File: src/hw/dss_pkg.sv
// Shared constants, types and source decoding for the start/stop sequencer
package dss_pkg;
	// Register byte offsets
	localparam logic [7:0] A_CFG   = 8'h00;
	localparam logic [7:0] A_ASGN0 = 8'h04;
	localparam logic [7:0] A_ASGN1 = 8'h08;
	localparam logic [7:0] A_TIME  = 8'h0c;
	localparam logic [7:0] A_LIM   = 8'h10;
	localparam logic [7:0] A_STAT  = 8'h14;
	localparam logic [7:0] A_ISTAT = 8'h18;
	localparam logic [7:0] A_IEN   = 8'h1c;
	localparam logic [7:0] A_ICLR  = 8'h20;
	// Reset values
	localparam logic [31:0] CFG_RST  = 32'h0000_0000;
	localparam logic [31:0] ASGN_RST = 32'h0000_0000;
	localparam logic [31:0] TIME_RST = 32'h0000_0000;
	localparam logic [31:0] LIM_RST  = 32'hffff_ffff;
	// Input function code that carries the search enable
	localparam logic [7:0] FN_SEARCH_EN = 8'h1a;
	// Timing: one tick is 0.1 s, delays are counted in ticks
	localparam int CLK_MHZ       = 125;
	localparam int TICK_MS       = 100;
	localparam int TICK_CYC      = TICK_MS * 1000 * CLK_MHZ;
	localparam int SEARCH_MAX_MS = 1200;
	localparam logic [3:0] SEARCH_TICKS = 4'(SEARCH_MAX_MS / TICK_MS);
	// Event bit positions
	localparam int EV_FOUND   = 0;
	localparam int EV_ABANDON = 1;
	localparam int EV_OCTRIP  = 2;
	localparam int EV_FASTLIM = 3;
	localparam int EV_STOP    = 4;
	localparam int EV_N       = 5;

	typedef enum logic [1:0] {SRC_LOCAL, SRC_STD, SRC_OPT, SRC_FB} dss_src_e;
	typedef enum {ST_IDLE, ST_WAIT, ST_SEARCH, ST_RUN, ST_DECEL} dss_state_e;

	typedef struct packed {
		logic [9:0] rsv_h;
		logic [1:0] fieldbus_source_setting;
		logic [3:0] link_source_setting;
		logic [4:0] rsv_m;
		logic       run_source_setting;
		logic       fast_limit_setting;
		logic       stop_mode_setting;
		logic       rsv_b;
		logic [2:0] dip_restart_mode;
		logic [1:0] rsv_l;
		logic [1:0] search_mode_setting;
	} dss_cfg_s;

	typedef struct packed {
		logic [8:0] rsv_h;
		logic [6:0] restart_wait_time;
		logic [8:0] rsv_l;
		logic [6:0] search_delay_setting;
	} dss_time_s;

	// Frequency source from the link source setting
	function automatic dss_src_e freq_src_of(input logic [3:0] l);
		unique case (l)
			4'h1, 4'h3, 4'h7: freq_src_of = SRC_STD;
			4'h4, 4'h5, 4'h8: freq_src_of = SRC_OPT;
			default:          freq_src_of = SRC_LOCAL;
		endcase
	endfunction : freq_src_of

	// Run source from the link source setting
	function automatic dss_src_e run_src_of(input logic [3:0] l);
		unique case (l)
			4'h2, 4'h3, 4'h5: run_src_of = SRC_STD;
			4'h6, 4'h7, 4'h8: run_src_of = SRC_OPT;
			default:          run_src_of = SRC_LOCAL;
		endcase
	endfunction : run_src_of

	// Byte-lane merge for register writes
	function automatic logic [31:0] merge(input logic [31:0] o, input logic [31:0] d,
		input logic [3:0] s);
		for (int i = 0; i < 4; i++) begin
			merge[8*i +: 8] = s[i] ? d[8*i +: 8] : o[8*i +: 8];
		end
	endfunction : merge
endpackage : dss_pkg

File: src/hw/dss_top.sv
// Motor drive start/stop sequencer with source select and AXI4-Lite registers
`timescale 1ns/10ps
`default_nettype none
// What this block does
// - Search enable is live only from an input assigned function 26, else it reads off.
// - Search runs at most 1.2 s, then the drive ramps to the reference.
// - Search mode 0 never searches, 1 only on dip restart, 2 always; the enable input means always.
// - Dip-restart search needs dip restart mode 4 or 5.
// - A start by run turning on waits the search delay (0.0 to 12.7 s) before searching.
// - Dip, coast-release and auto-reset restarts wait the restart wait time first.
// - A found speed above maximum or upper limit is dropped and the start is normal.
// - With search mode 1, dip mode 4 or 5 and an outage time set, run turning on still searches.
// - An overcurrent or overvoltage trip during search restarts the search.
// - Run off decelerates for stop mode 0 and cuts the output for stop mode 1.
// - A lowered reference always decelerates, whatever the stop mode.
// - Fast overcurrent trips for fast limit 0 and blanks gates for fast limit 1.
// - The link source setting 0 to 8 picks frequency and run sources.
// - Local frequency is setting or multistep; local run is keypad or inputs.
// - The field-bus source setting 1, 2, 3 overrides frequency, run or both.
module dss_top #(
	parameter int TICK_CYC = dss_pkg::TICK_CYC,
	parameter int FW       = 16
) (
	// Clock and reset
	input  wire logic          aclk,
	input  wire logic          aresetn,
	// AXI4-Lite slave
	input  wire logic [7:0]    s_axi_awaddr,
	input  wire logic          s_axi_awvalid,
	output logic               s_axi_awready,
	input  wire logic [31:0]   s_axi_wdata,
	input  wire logic [3:0]    s_axi_wstrb,
	input  wire logic          s_axi_wvalid,
	output logic               s_axi_wready,
	output logic [1:0]         s_axi_bresp,
	output logic               s_axi_bvalid,
	input  wire logic          s_axi_bready,
	input  wire logic [7:0]    s_axi_araddr,
	input  wire logic          s_axi_arvalid,
	output logic               s_axi_arready,
	output logic [31:0]        s_axi_rdata,
	output logic [1:0]         s_axi_rresp,
	output logic               s_axi_rvalid,
	input  wire logic          s_axi_rready,
	// Command sources
	input  wire logic [FW-1:0] freq_setting,
	input  wire logic [FW-1:0] freq_multistep,
	input  wire logic          multistep_sel,
	input  wire logic          run_keypad,
	input  wire logic          run_terminal,
	input  wire logic [FW-1:0] freq_std,
	input  wire logic          run_std,
	input  wire logic [FW-1:0] freq_opt,
	input  wire logic          run_opt,
	input  wire logic [FW-1:0] freq_fb,
	input  wire logic          run_fb,
	// Terminals and power stage
	input  wire logic [4:0]    dig_in,
	input  wire logic          coast_input,
	input  wire logic          dip_restart,
	input  wire logic          auto_reset,
	input  wire logic          trip_oc,
	input  wire logic          trip_ov,
	input  wire logic          fast_over,
	input  wire logic          speed_found,
	input  wire logic [FW-1:0] speed_est,
	input  wire logic          at_zero,
	// Drive outputs
	output logic               gate_en,
	output logic               search_active,
	output logic               decel_active,
	output logic [FW-1:0]      freq_ref,
	output logic [FW-1:0]      start_freq,
	output logic               gate_block,
	output logic               oc_trip,
	output logic               irq
);
	dss_pkg::dss_cfg_s   cfg;
	dss_pkg::dss_time_s  tim;
	dss_pkg::dss_state_e state;
	dss_pkg::dss_src_e   fsrc, rsrc;
	logic [31:0] asgn0, asgn1, lim;
	logic [dss_pkg::EV_N-1:0] istat, ien, ev;
	logic aw_held, w_held;
	logic [7:0] aw_q;
	logic [31:0] w_q;
	logic [3:0] s_q;
	logic [31:0] tick_cnt;
	logic tick, phase_start;
	logic [6:0] wait_cnt, delay_q;
	logic [3:0] srch_cnt;
	logic want_search, run_q, coast_q;
	logic [4:0] srch_en_hit;
	logic srch_en, run_now, fsel_lower, dip45, srch_norm, srch_run, abort_now, over_lim;
	logic [FW-1:0] fsel;

	// Search enable from any input assigned the search function
	for (genvar i = 0; i < 5; i++) begin : g_srch_en
		assign srch_en_hit[i] = (i < 4 ? asgn0[8*(i%4) +: 8] : asgn1[7:0]) == dss_pkg::FN_SEARCH_EN;
	end
	assign srch_en = |(srch_en_hit & dig_in);

	// Source selection, field bus overriding the link setting
	always_comb begin
		fsrc = dss_pkg::freq_src_of(cfg.link_source_setting);
		rsrc = dss_pkg::run_src_of(cfg.link_source_setting);
		if (cfg.fieldbus_source_setting[0]) fsrc = dss_pkg::SRC_FB;
		if (cfg.fieldbus_source_setting[1]) rsrc = dss_pkg::SRC_FB;
		unique case (fsrc)
			dss_pkg::SRC_LOCAL: fsel = multistep_sel ? freq_multistep : freq_setting;
			dss_pkg::SRC_STD:   fsel = freq_std;
			dss_pkg::SRC_OPT:   fsel = freq_opt;
			dss_pkg::SRC_FB:    fsel = freq_fb;
		endcase
		unique case (rsrc)
			dss_pkg::SRC_LOCAL: run_now = cfg.run_source_setting ? run_terminal : run_keypad;
			dss_pkg::SRC_STD:   run_now = run_std;
			dss_pkg::SRC_OPT:   run_now = run_opt;
			dss_pkg::SRC_FB:    run_now = run_fb;
		endcase
	end

	// Start qualifiers
	assign dip45     = cfg.dip_restart_mode == 3'h4 || cfg.dip_restart_mode == 3'h5;
	assign srch_norm = srch_en || cfg.search_mode_setting == 2'h2;
	assign srch_run  = srch_norm || (cfg.search_mode_setting == 2'h1 && dip45 && asgn1[15:8] != 8'h00);
	assign abort_now = coast_input || (fast_over && !cfg.fast_limit_setting);
	assign over_lim  = speed_est > lim[FW-1:0] || speed_est > lim[16 +: FW];
	assign fsel_lower = fsel < freq_ref;

	// 0.1 s tick, realigned whenever a timed phase begins
	always_ff @(posedge aclk) begin
		if (!aresetn || phase_start || tick) tick_cnt <= 32'h0000_0000;
		else tick_cnt <= tick_cnt + 32'h0000_0001;
	end
	assign tick = tick_cnt == 32'(TICK_CYC - 1);

	// Edge history of run and coast
	always_ff @(posedge aclk) begin
		if (!aresetn) begin
			run_q   <= 1'b0;
			coast_q <= 1'b0;
		end else begin
			run_q   <= run_now;
			coast_q <= coast_input;
		end
	end

	// Sequencer; a timed phase is entered with its tick counter cleared
	always_comb begin
		phase_start = 1'b0;
		if (state == dss_pkg::ST_IDLE) phase_start = 1'b1;
		if (state == dss_pkg::ST_WAIT && wait_cnt >= delay_q) phase_start = 1'b1;
		if (state == dss_pkg::ST_SEARCH && (trip_oc || trip_ov)) phase_start = 1'b1;
	end

	always_ff @(posedge aclk) begin
		ev[dss_pkg::EV_FOUND]   <= 1'b0;
		ev[dss_pkg::EV_ABANDON] <= 1'b0;
		ev[dss_pkg::EV_STOP]    <= 1'b0;
		ev[dss_pkg::EV_OCTRIP]  <= aresetn && fast_over && !cfg.fast_limit_setting; // Same timing as oc_trip
		ev[dss_pkg::EV_FASTLIM] <= aresetn && fast_over && cfg.fast_limit_setting;
		if (!aresetn) begin
			state       <= dss_pkg::ST_IDLE;
			wait_cnt    <= 7'h00;
			delay_q     <= 7'h00;
			srch_cnt    <= 4'h0;
			want_search <= 1'b0;
			start_freq  <= '0;
		end else if (abort_now) begin
			state <= dss_pkg::ST_IDLE; // Coast input or trip: output off at once
		end else begin
			unique case (state)
				dss_pkg::ST_IDLE: begin
					wait_cnt <= 7'h00;
					srch_cnt <= 4'h0;
					if (run_now && !run_q) begin
						want_search <= srch_run;
						delay_q     <= srch_run ? tim.search_delay_setting : 7'h00;
						state       <= dss_pkg::ST_WAIT;
					end else if (run_now && ((dip_restart && dip45) || (coast_q && !coast_input) || auto_reset)) begin
						want_search <= (dip_restart && dip45) ? (srch_norm || cfg.search_mode_setting == 2'h1)
							: srch_norm;
						delay_q     <= tim.restart_wait_time;
						state       <= dss_pkg::ST_WAIT;
					end
				end
				dss_pkg::ST_WAIT: begin
					if (!run_now) state <= dss_pkg::ST_IDLE;
					else if (wait_cnt >= delay_q) begin
						start_freq <= '0;
						state      <= want_search ? dss_pkg::ST_SEARCH : dss_pkg::ST_RUN;
					end else if (tick) wait_cnt <= wait_cnt + 7'h01;
				end
				dss_pkg::ST_SEARCH: begin
					if (!run_now) state <= dss_pkg::ST_IDLE;
					else if (trip_oc || trip_ov) srch_cnt <= 4'h0;
					else if (speed_found) begin
						start_freq <= over_lim ? '0 : speed_est;
						ev[dss_pkg::EV_FOUND]   <= !over_lim;
						ev[dss_pkg::EV_ABANDON] <= over_lim;
						state <= dss_pkg::ST_RUN;
					end else if (srch_cnt == dss_pkg::SEARCH_TICKS) begin
						ev[dss_pkg::EV_ABANDON] <= 1'b1;
						state <= dss_pkg::ST_RUN;
					end else if (tick) srch_cnt <= srch_cnt + 4'h1;
				end
				dss_pkg::ST_RUN: begin
					if (trip_oc || trip_ov) state <= dss_pkg::ST_IDLE;
					else if (!run_now) begin
						state <= cfg.stop_mode_setting ? dss_pkg::ST_IDLE : dss_pkg::ST_DECEL;
						ev[dss_pkg::EV_STOP] <= cfg.stop_mode_setting;
					end
				end
				dss_pkg::ST_DECEL: begin
					if (run_now) state <= dss_pkg::ST_RUN;
					else if (at_zero || trip_oc || trip_ov) begin
						state <= dss_pkg::ST_IDLE;
						ev[dss_pkg::EV_STOP] <= 1'b1;
					end
				end
			endcase
		end
	end

	// Ramp target and direction; a lowered reference always ramps down
	always_ff @(posedge aclk) begin
		if (!aresetn) begin
			freq_ref      <= '0;
			decel_active  <= 1'b0;
			search_active <= 1'b0;
		end else begin
			freq_ref      <= (state == dss_pkg::ST_RUN) ? fsel : '0;
			decel_active  <= state == dss_pkg::ST_DECEL || (state == dss_pkg::ST_RUN && fsel_lower);
			search_active <= state == dss_pkg::ST_SEARCH;
		end
	end

	// Fast current limit: blank gates or trip
	always_ff @(posedge aclk) begin
		if (!aresetn) begin
			gate_block <= 1'b0;
			oc_trip    <= 1'b0;
		end else begin
			gate_block <= fast_over && cfg.fast_limit_setting;
			oc_trip    <= fast_over && !cfg.fast_limit_setting;
		end
	end
	// Gates held off while blanked; the sequencer keeps its state
	assign gate_en = (state == dss_pkg::ST_SEARCH || state == dss_pkg::ST_RUN || state == dss_pkg::ST_DECEL)
		&& !gate_block;

	// AXI4-Lite write path: address and data taken in either order
	assign s_axi_awready = !aw_held && !s_axi_bvalid;
	assign s_axi_wready  = !w_held && !s_axi_bvalid;
	assign s_axi_arready = !s_axi_rvalid;
	always_ff @(posedge aclk) begin
		if (!aresetn) begin
			aw_held <= 1'b0;
			w_held  <= 1'b0;
			aw_q    <= 8'h00;
			w_q     <= 32'h0000_0000;
			s_q     <= 4'h0;
			s_axi_bvalid <= 1'b0;
			s_axi_bresp  <= 2'h0;
		end else begin
			if (s_axi_awvalid && s_axi_awready) begin
				aw_held <= 1'b1;
				aw_q    <= s_axi_awaddr;
			end
			if (s_axi_wvalid && s_axi_wready) begin
				w_held <= 1'b1;
				w_q    <= s_axi_wdata;
				s_q    <= s_axi_wstrb;
			end
			if (aw_held && w_held) begin
				aw_held      <= 1'b0;
				w_held       <= 1'b0;
				s_axi_bvalid <= 1'b1;
				s_axi_bresp  <= (aw_q[7:2] <= dss_pkg::A_ICLR[7:2]) ? 2'h0 : 2'h2; // Offsets above 0x23 get SLVERR
			end else if (s_axi_bready) s_axi_bvalid <= 1'b0;
		end
	end

	// Register writes
	always_ff @(posedge aclk) begin
		if (!aresetn) begin
			cfg   <= dss_pkg::CFG_RST;
			asgn0 <= dss_pkg::ASGN_RST;
			asgn1 <= dss_pkg::ASGN_RST;
			tim   <= dss_pkg::TIME_RST;
			lim   <= dss_pkg::LIM_RST;
			ien   <= '0;
		end else if (aw_held && w_held) begin
			unique case (aw_q)
				dss_pkg::A_CFG:   cfg   <= dss_pkg::merge(cfg, w_q, s_q);
				dss_pkg::A_ASGN0: asgn0 <= dss_pkg::merge(asgn0, w_q, s_q);
				dss_pkg::A_ASGN1: asgn1 <= dss_pkg::merge(asgn1, w_q, s_q);
				dss_pkg::A_TIME:  tim   <= dss_pkg::merge(tim, w_q, s_q);
				dss_pkg::A_LIM:   lim   <= dss_pkg::merge(lim, w_q, s_q);
				dss_pkg::A_IEN:   ien   <= w_q[dss_pkg::EV_N-1:0];
				default: ;
			endcase
		end
	end

	// Sticky events; a new event beats a clear in the same cycle
	always_ff @(posedge aclk) begin
		if (!aresetn) istat <= '0;
		else if (aw_held && w_held && aw_q == dss_pkg::A_ICLR) istat <= (istat & ~w_q[dss_pkg::EV_N-1:0]) | ev;
		else istat <= istat | ev;
	end
	assign irq = |(istat & ien);

	// AXI4-Lite read path, one cycle to rvalid
	always_ff @(posedge aclk) begin
		if (!aresetn) begin
			s_axi_rvalid <= 1'b0;
			s_axi_rdata  <= 32'h0000_0000;
			s_axi_rresp  <= 2'h0;
		end else if (s_axi_arvalid && s_axi_arready) begin
			s_axi_rvalid <= 1'b1;
			s_axi_rresp  <= 2'h0;
			unique case (s_axi_araddr)
				dss_pkg::A_CFG:   s_axi_rdata <= cfg;
				dss_pkg::A_ASGN0: s_axi_rdata <= asgn0;
				dss_pkg::A_ASGN1: s_axi_rdata <= asgn1;
				dss_pkg::A_TIME:  s_axi_rdata <= tim;
				dss_pkg::A_LIM:   s_axi_rdata <= lim;
				dss_pkg::A_STAT:  s_axi_rdata <= {20'h00000, rsrc, fsrc, 1'b0, srch_en, gate_en, oc_trip, 1'b0,
					3'(state)};
				dss_pkg::A_ISTAT: s_axi_rdata <= 32'(istat);
				dss_pkg::A_IEN:   s_axi_rdata <= 32'(ien);
				dss_pkg::A_ICLR:  s_axi_rdata <= 32'h0000_0000;
				default: begin
					s_axi_rdata <= 32'h0000_0000;
					s_axi_rresp <= 2'h2;
				end
			endcase
		end else if (s_axi_rready) s_axi_rvalid <= 1'b0;
	end
endmodule : dss_top
`default_nettype wire

File: config.mk
export PLATFORM = sky130hd
export DESIGN_NAME = dss_top
export DESIGN_NICKNAME = d
export VERILOG_FILES = /design/src/hw/dss_pkg.sv /design/src/hw/dss_top.sv
export SDC_FILE = /design/constraint.sdc
export NUM_CORES = 1
export LEC_CHECK = 0
export BUFFER_PORTS_ARGS = -buffer_cell sky130_fd_sc_hd__buf_2
export CAP_MARGIN = 20
export CORE_ASPECT_RATIO = 0.9
export CORE_MARGIN = 3
export CORE_UTILIZATION = 55
export CTS_CLUSTER_SIZE = 24
export DETAILED_ROUTE_END_ITERATION = 16
export PLACE_DENSITY = 0.74
export SLEW_MARGIN = 10
export SYNTH_ARGS = -nofsm -noshare
export SYNTH_HDL_FRONTEND = slang
export SYNTH_SLANG_ARGS = --single-unit
File: constraint.sdc
create_clock -name aclk -period 7.2 [get_ports aclk]
set_input_delay 1.44 -clock aclk [delete_from_list [all_inputs] [get_ports aclk]]
set_output_delay 1.44 -clock aclk [all_outputs]
set_load 0.02 [all_outputs]
==> flow_metrics.py <==
metrics = {
    "clocking": {
        "post_cts_buffers": 0,
        "htreeDepth": 2,
        "cts_tree": "yes",
        "cts_root_buffer": "clkbuf_16",
        "cts.hold.buffers_added": 0,
        "ctsResizeCount": 0,
        "cts_made_buffers": 36,
        "clockBufferDepth": 3,
        "clk_pin_slew_ns": 0.06,
        "clk_latency_ns": 0.54,
        "numClockSinks": 349,
    },
    "synthesis": {
        "synth-edff-count": 0,
        "synth_cells": 2152,
        "syn_area_sq_um": 16900,
        "synth.avg_cell_area_sq_um": 7.84,
        "ys_async_sr_fraction_pct": 0,
        "ys.flop_type": "dfxtp_1",
        "synth-seq-cells": 349,
        "ys_types": 74,
        "yosysWarnings": 0,
        "ys_seq_area_share_pct": 41.4,
    },
    "timing": {
        "min_period_ns": 4.34,
        "setup_viol": 0,
        "drv_slew": 0,
        "hold_violations": 0,
        "max_freq_mhz": 231,
        "fin_skew_ns": 0.0177,
        "fin_setup_tns_ns": 0,
        "relSlewSlack_pct": 23.0,
        "finalCritPeriodShare_pct": 60.3,
        "tightest_slew_ns": 1.14,
        "rsz0062_at_grt": "no",
    },
    "global_route": {
        "antenna_found_initial": 0,
        "grt_pass1_vias": 15300,
        "grt-ovfl-total": 0,
        "grt_first_pass_wirelength_um": 82800,
        "grtUsageTotal_pct": 31.3,
        "grt_max_degree": 142,
    },
    "placed_design": {
        "place_inst": 2695,
        "gp_congestion": 0.950,
        "io_buffer_count": 250,
        "dp_hpwl_um": 37800,
        "postPlaceCellArea_sq_um": 18300,
    },
    "finish": {
        "nFillCells": 2728,
        "num_antenna_cells": 0,
        "fin_area_sq_um": 19500,
        "final_common_cell": "nand2_1",
        "instances_no_fill": 2761,
        "area_delta_synth_final_pct": 15.8,
        "layout_common_cells": "nand2_1 (362), dfxtp_1 (349), a21oi_1 (260), buf_2 (250), nand3_1 (226)",
        "finalNetCount": 2564,
        "drive_gt1_share_pct": 15.4,
    },
    "die": {
        "coreArea_sq_um": 30000,
        "fp-row-count": 60,
        "die_h_um": 172,
        "start_util_pct": 56.2,
        "die-width_um": 191,
        "die-area_sq_um": 32800,
        "ios": 253,
    },
    "worst_hold_path": {
        "whs_path_depth": 2,
        "hp-class": "reg2reg",
    },
    "power_and_ir_drop": {
        "ir_drop_mv": 0.206,
        "p_leak_nw": 7.78,
        "powerDensity_nw_per_um2": 217,
        "p_total_mw": 4.24,
    },
    "outcome": {
        "status": "finished, final reports clean",
    },
    "setup_path": {
        "crit_path_end_kind": "flop",
        "arrival_ns": 4.79,
        "start_kind": "primary input",
        "path_max_fanout": 44,
        "reg2reg_depth": 6,
        "cp.required_ns": 7.65,
        "path_class": "in2reg",
    },
    "drt": {
        "ant_nets": 0,
        "viasPerCell": 6.07,
        "drtPass1Iterations": 7,
        "drt_wl_total_um": 53000,
        "routed-via-count": 16700,
        "routedWlPerCell_um": 19.2,
        "first_iter_violations": 1789,
        "drc": 0,
    },
    "job": {
        "max_cap_violations": 0,
    },
}
==> kinds of logic (layout without fill, tap and decap cells) <==
| group | Yosys count | count (layout) | share of synthesized area, % |
|---|---|---|---|
| and+or+nand+nor | 957 | 957 | 26.8 |
| AOI/OAI and AO/OA | 481 | 481 | 16.9 |
| DFF | 349 | 349 | 41.4 |
| buffers and inverters | 209 | 414 | 4.89 |
| muxes | 67 | 67 | 4.14 |
| adders and majority gates | 58 | 58 | 4.30 |
| xor gates and xnor gates | 30 | 30 | 1.56 |
| other | 1 | 2 | 0.0222 |
==> cells in the mapped netlist, types with 13 or more instances <==
master    number  share of area [%]
ha_1          58                4.3
nand2_1      362                8.1
inv_1         73                1.6
a211oi_1      28                1.2
a21oi_1      260                7.7
dfxtp_1      349                 41
and3_1        18               0.67
nor3_1        37                1.1
o21ai_0       74                2.2
o22ai_1       16               0.59
nand3_1      226                6.7
nand4_1       25               0.93
or3_1         13               0.48
a32o_1        16               0.95
clkbuf_1     114                2.5
mux2i_1       54                3.2
xnor2_1       18               0.93
nor2_1       163                3.6
a22oi_1       20               0.89
nor2b_1       24               0.89
==> report_power, final <==
group | switching [mW] | leakage, nW | internal, mW
registers | 0.0439 | 2.82 | 1.96
logic | 0.202 | 4.36 | 0.107
clock network | 0.787 | 0.599 | 1.14
==> final cells by class <==
cell class	instances	area [sq um]	share of cell area, %
inverter	74	283	1.45
sequential	349	6990	35.8
clock buffer	56	1080	5.51
clock inverter	8	145	0.743
multi-input combinational	1595	9080	46.5
tap	403	504	2.58
timing repair buffer	276	1450	7.43
==> critical path, stage by stage <==
cell and delay, ns:
buf_2 0.08, buf_4 0.55, nor4b_1 0.85, nor3b_2 0.95, buf_4 0.42, nand2_1 0.11
o221ai_1 0.09, o21ai_0 0.12, a21oi_1 0.15
==> per-layer routing <==
metal  up-vias  track usage, %  wire length [um]
met5         -               0                 0
met4         0            10.2              1770
met3       103            4.60              5320
met2       849            50.3             23700
met1      7826            43.6             22200
li1       7969               -                 -
==> sequential cells by signal (all words and copies together), names as in the netlist, 5 cells and up <==
| signal | flops |
|---|---|
| ev | 5 |
| cfg | 32 |
| start_freq | 16 |
| s_axi_rdata | 32 |
| wait_cnt | 7 |
| asgn0 | 32 |
| istat | 5 |
| aw_q | 8 |
| tick_cnt | 32 |
| tim | 32 |
| delay_q | 7 |
| w_q | 32 |
| lim | 32 |
| freq_ref | 16 |
| asgn1 | 32 |
| ien | 5 |
==> path summary, 6_finish.rpt <==
check / from / to / slack [ns]
max reg2reg: cfg[19] / start_freq[8] / 3.62
min reg2reg: s_q[1] / s_q[1] / 0.45
max: s_axi_araddr[3] / s_axi_rdata[5] / 2.86
min: s_q[1] / s_q[1] / 0.45
==> metrics by stage <==
| step | utilization (%) | hold slack [ns] | setup slack (ns) |
|---|---|---|---|
| final | 65.0 | 0.450 | 2.86 |
| after global placement | 60.9 | 0.425 | 2.50 |
| after detailed placement | 60.9 | 0.437 | 2.43 |
| after global routing | 65.0 | 0.474 | 2.62 |
| after CTS | 65.0 | 0.452 | 2.95 |
| after floorplan | - | 0.413 | 3.78 |
(Power assumes the default switching activity.)
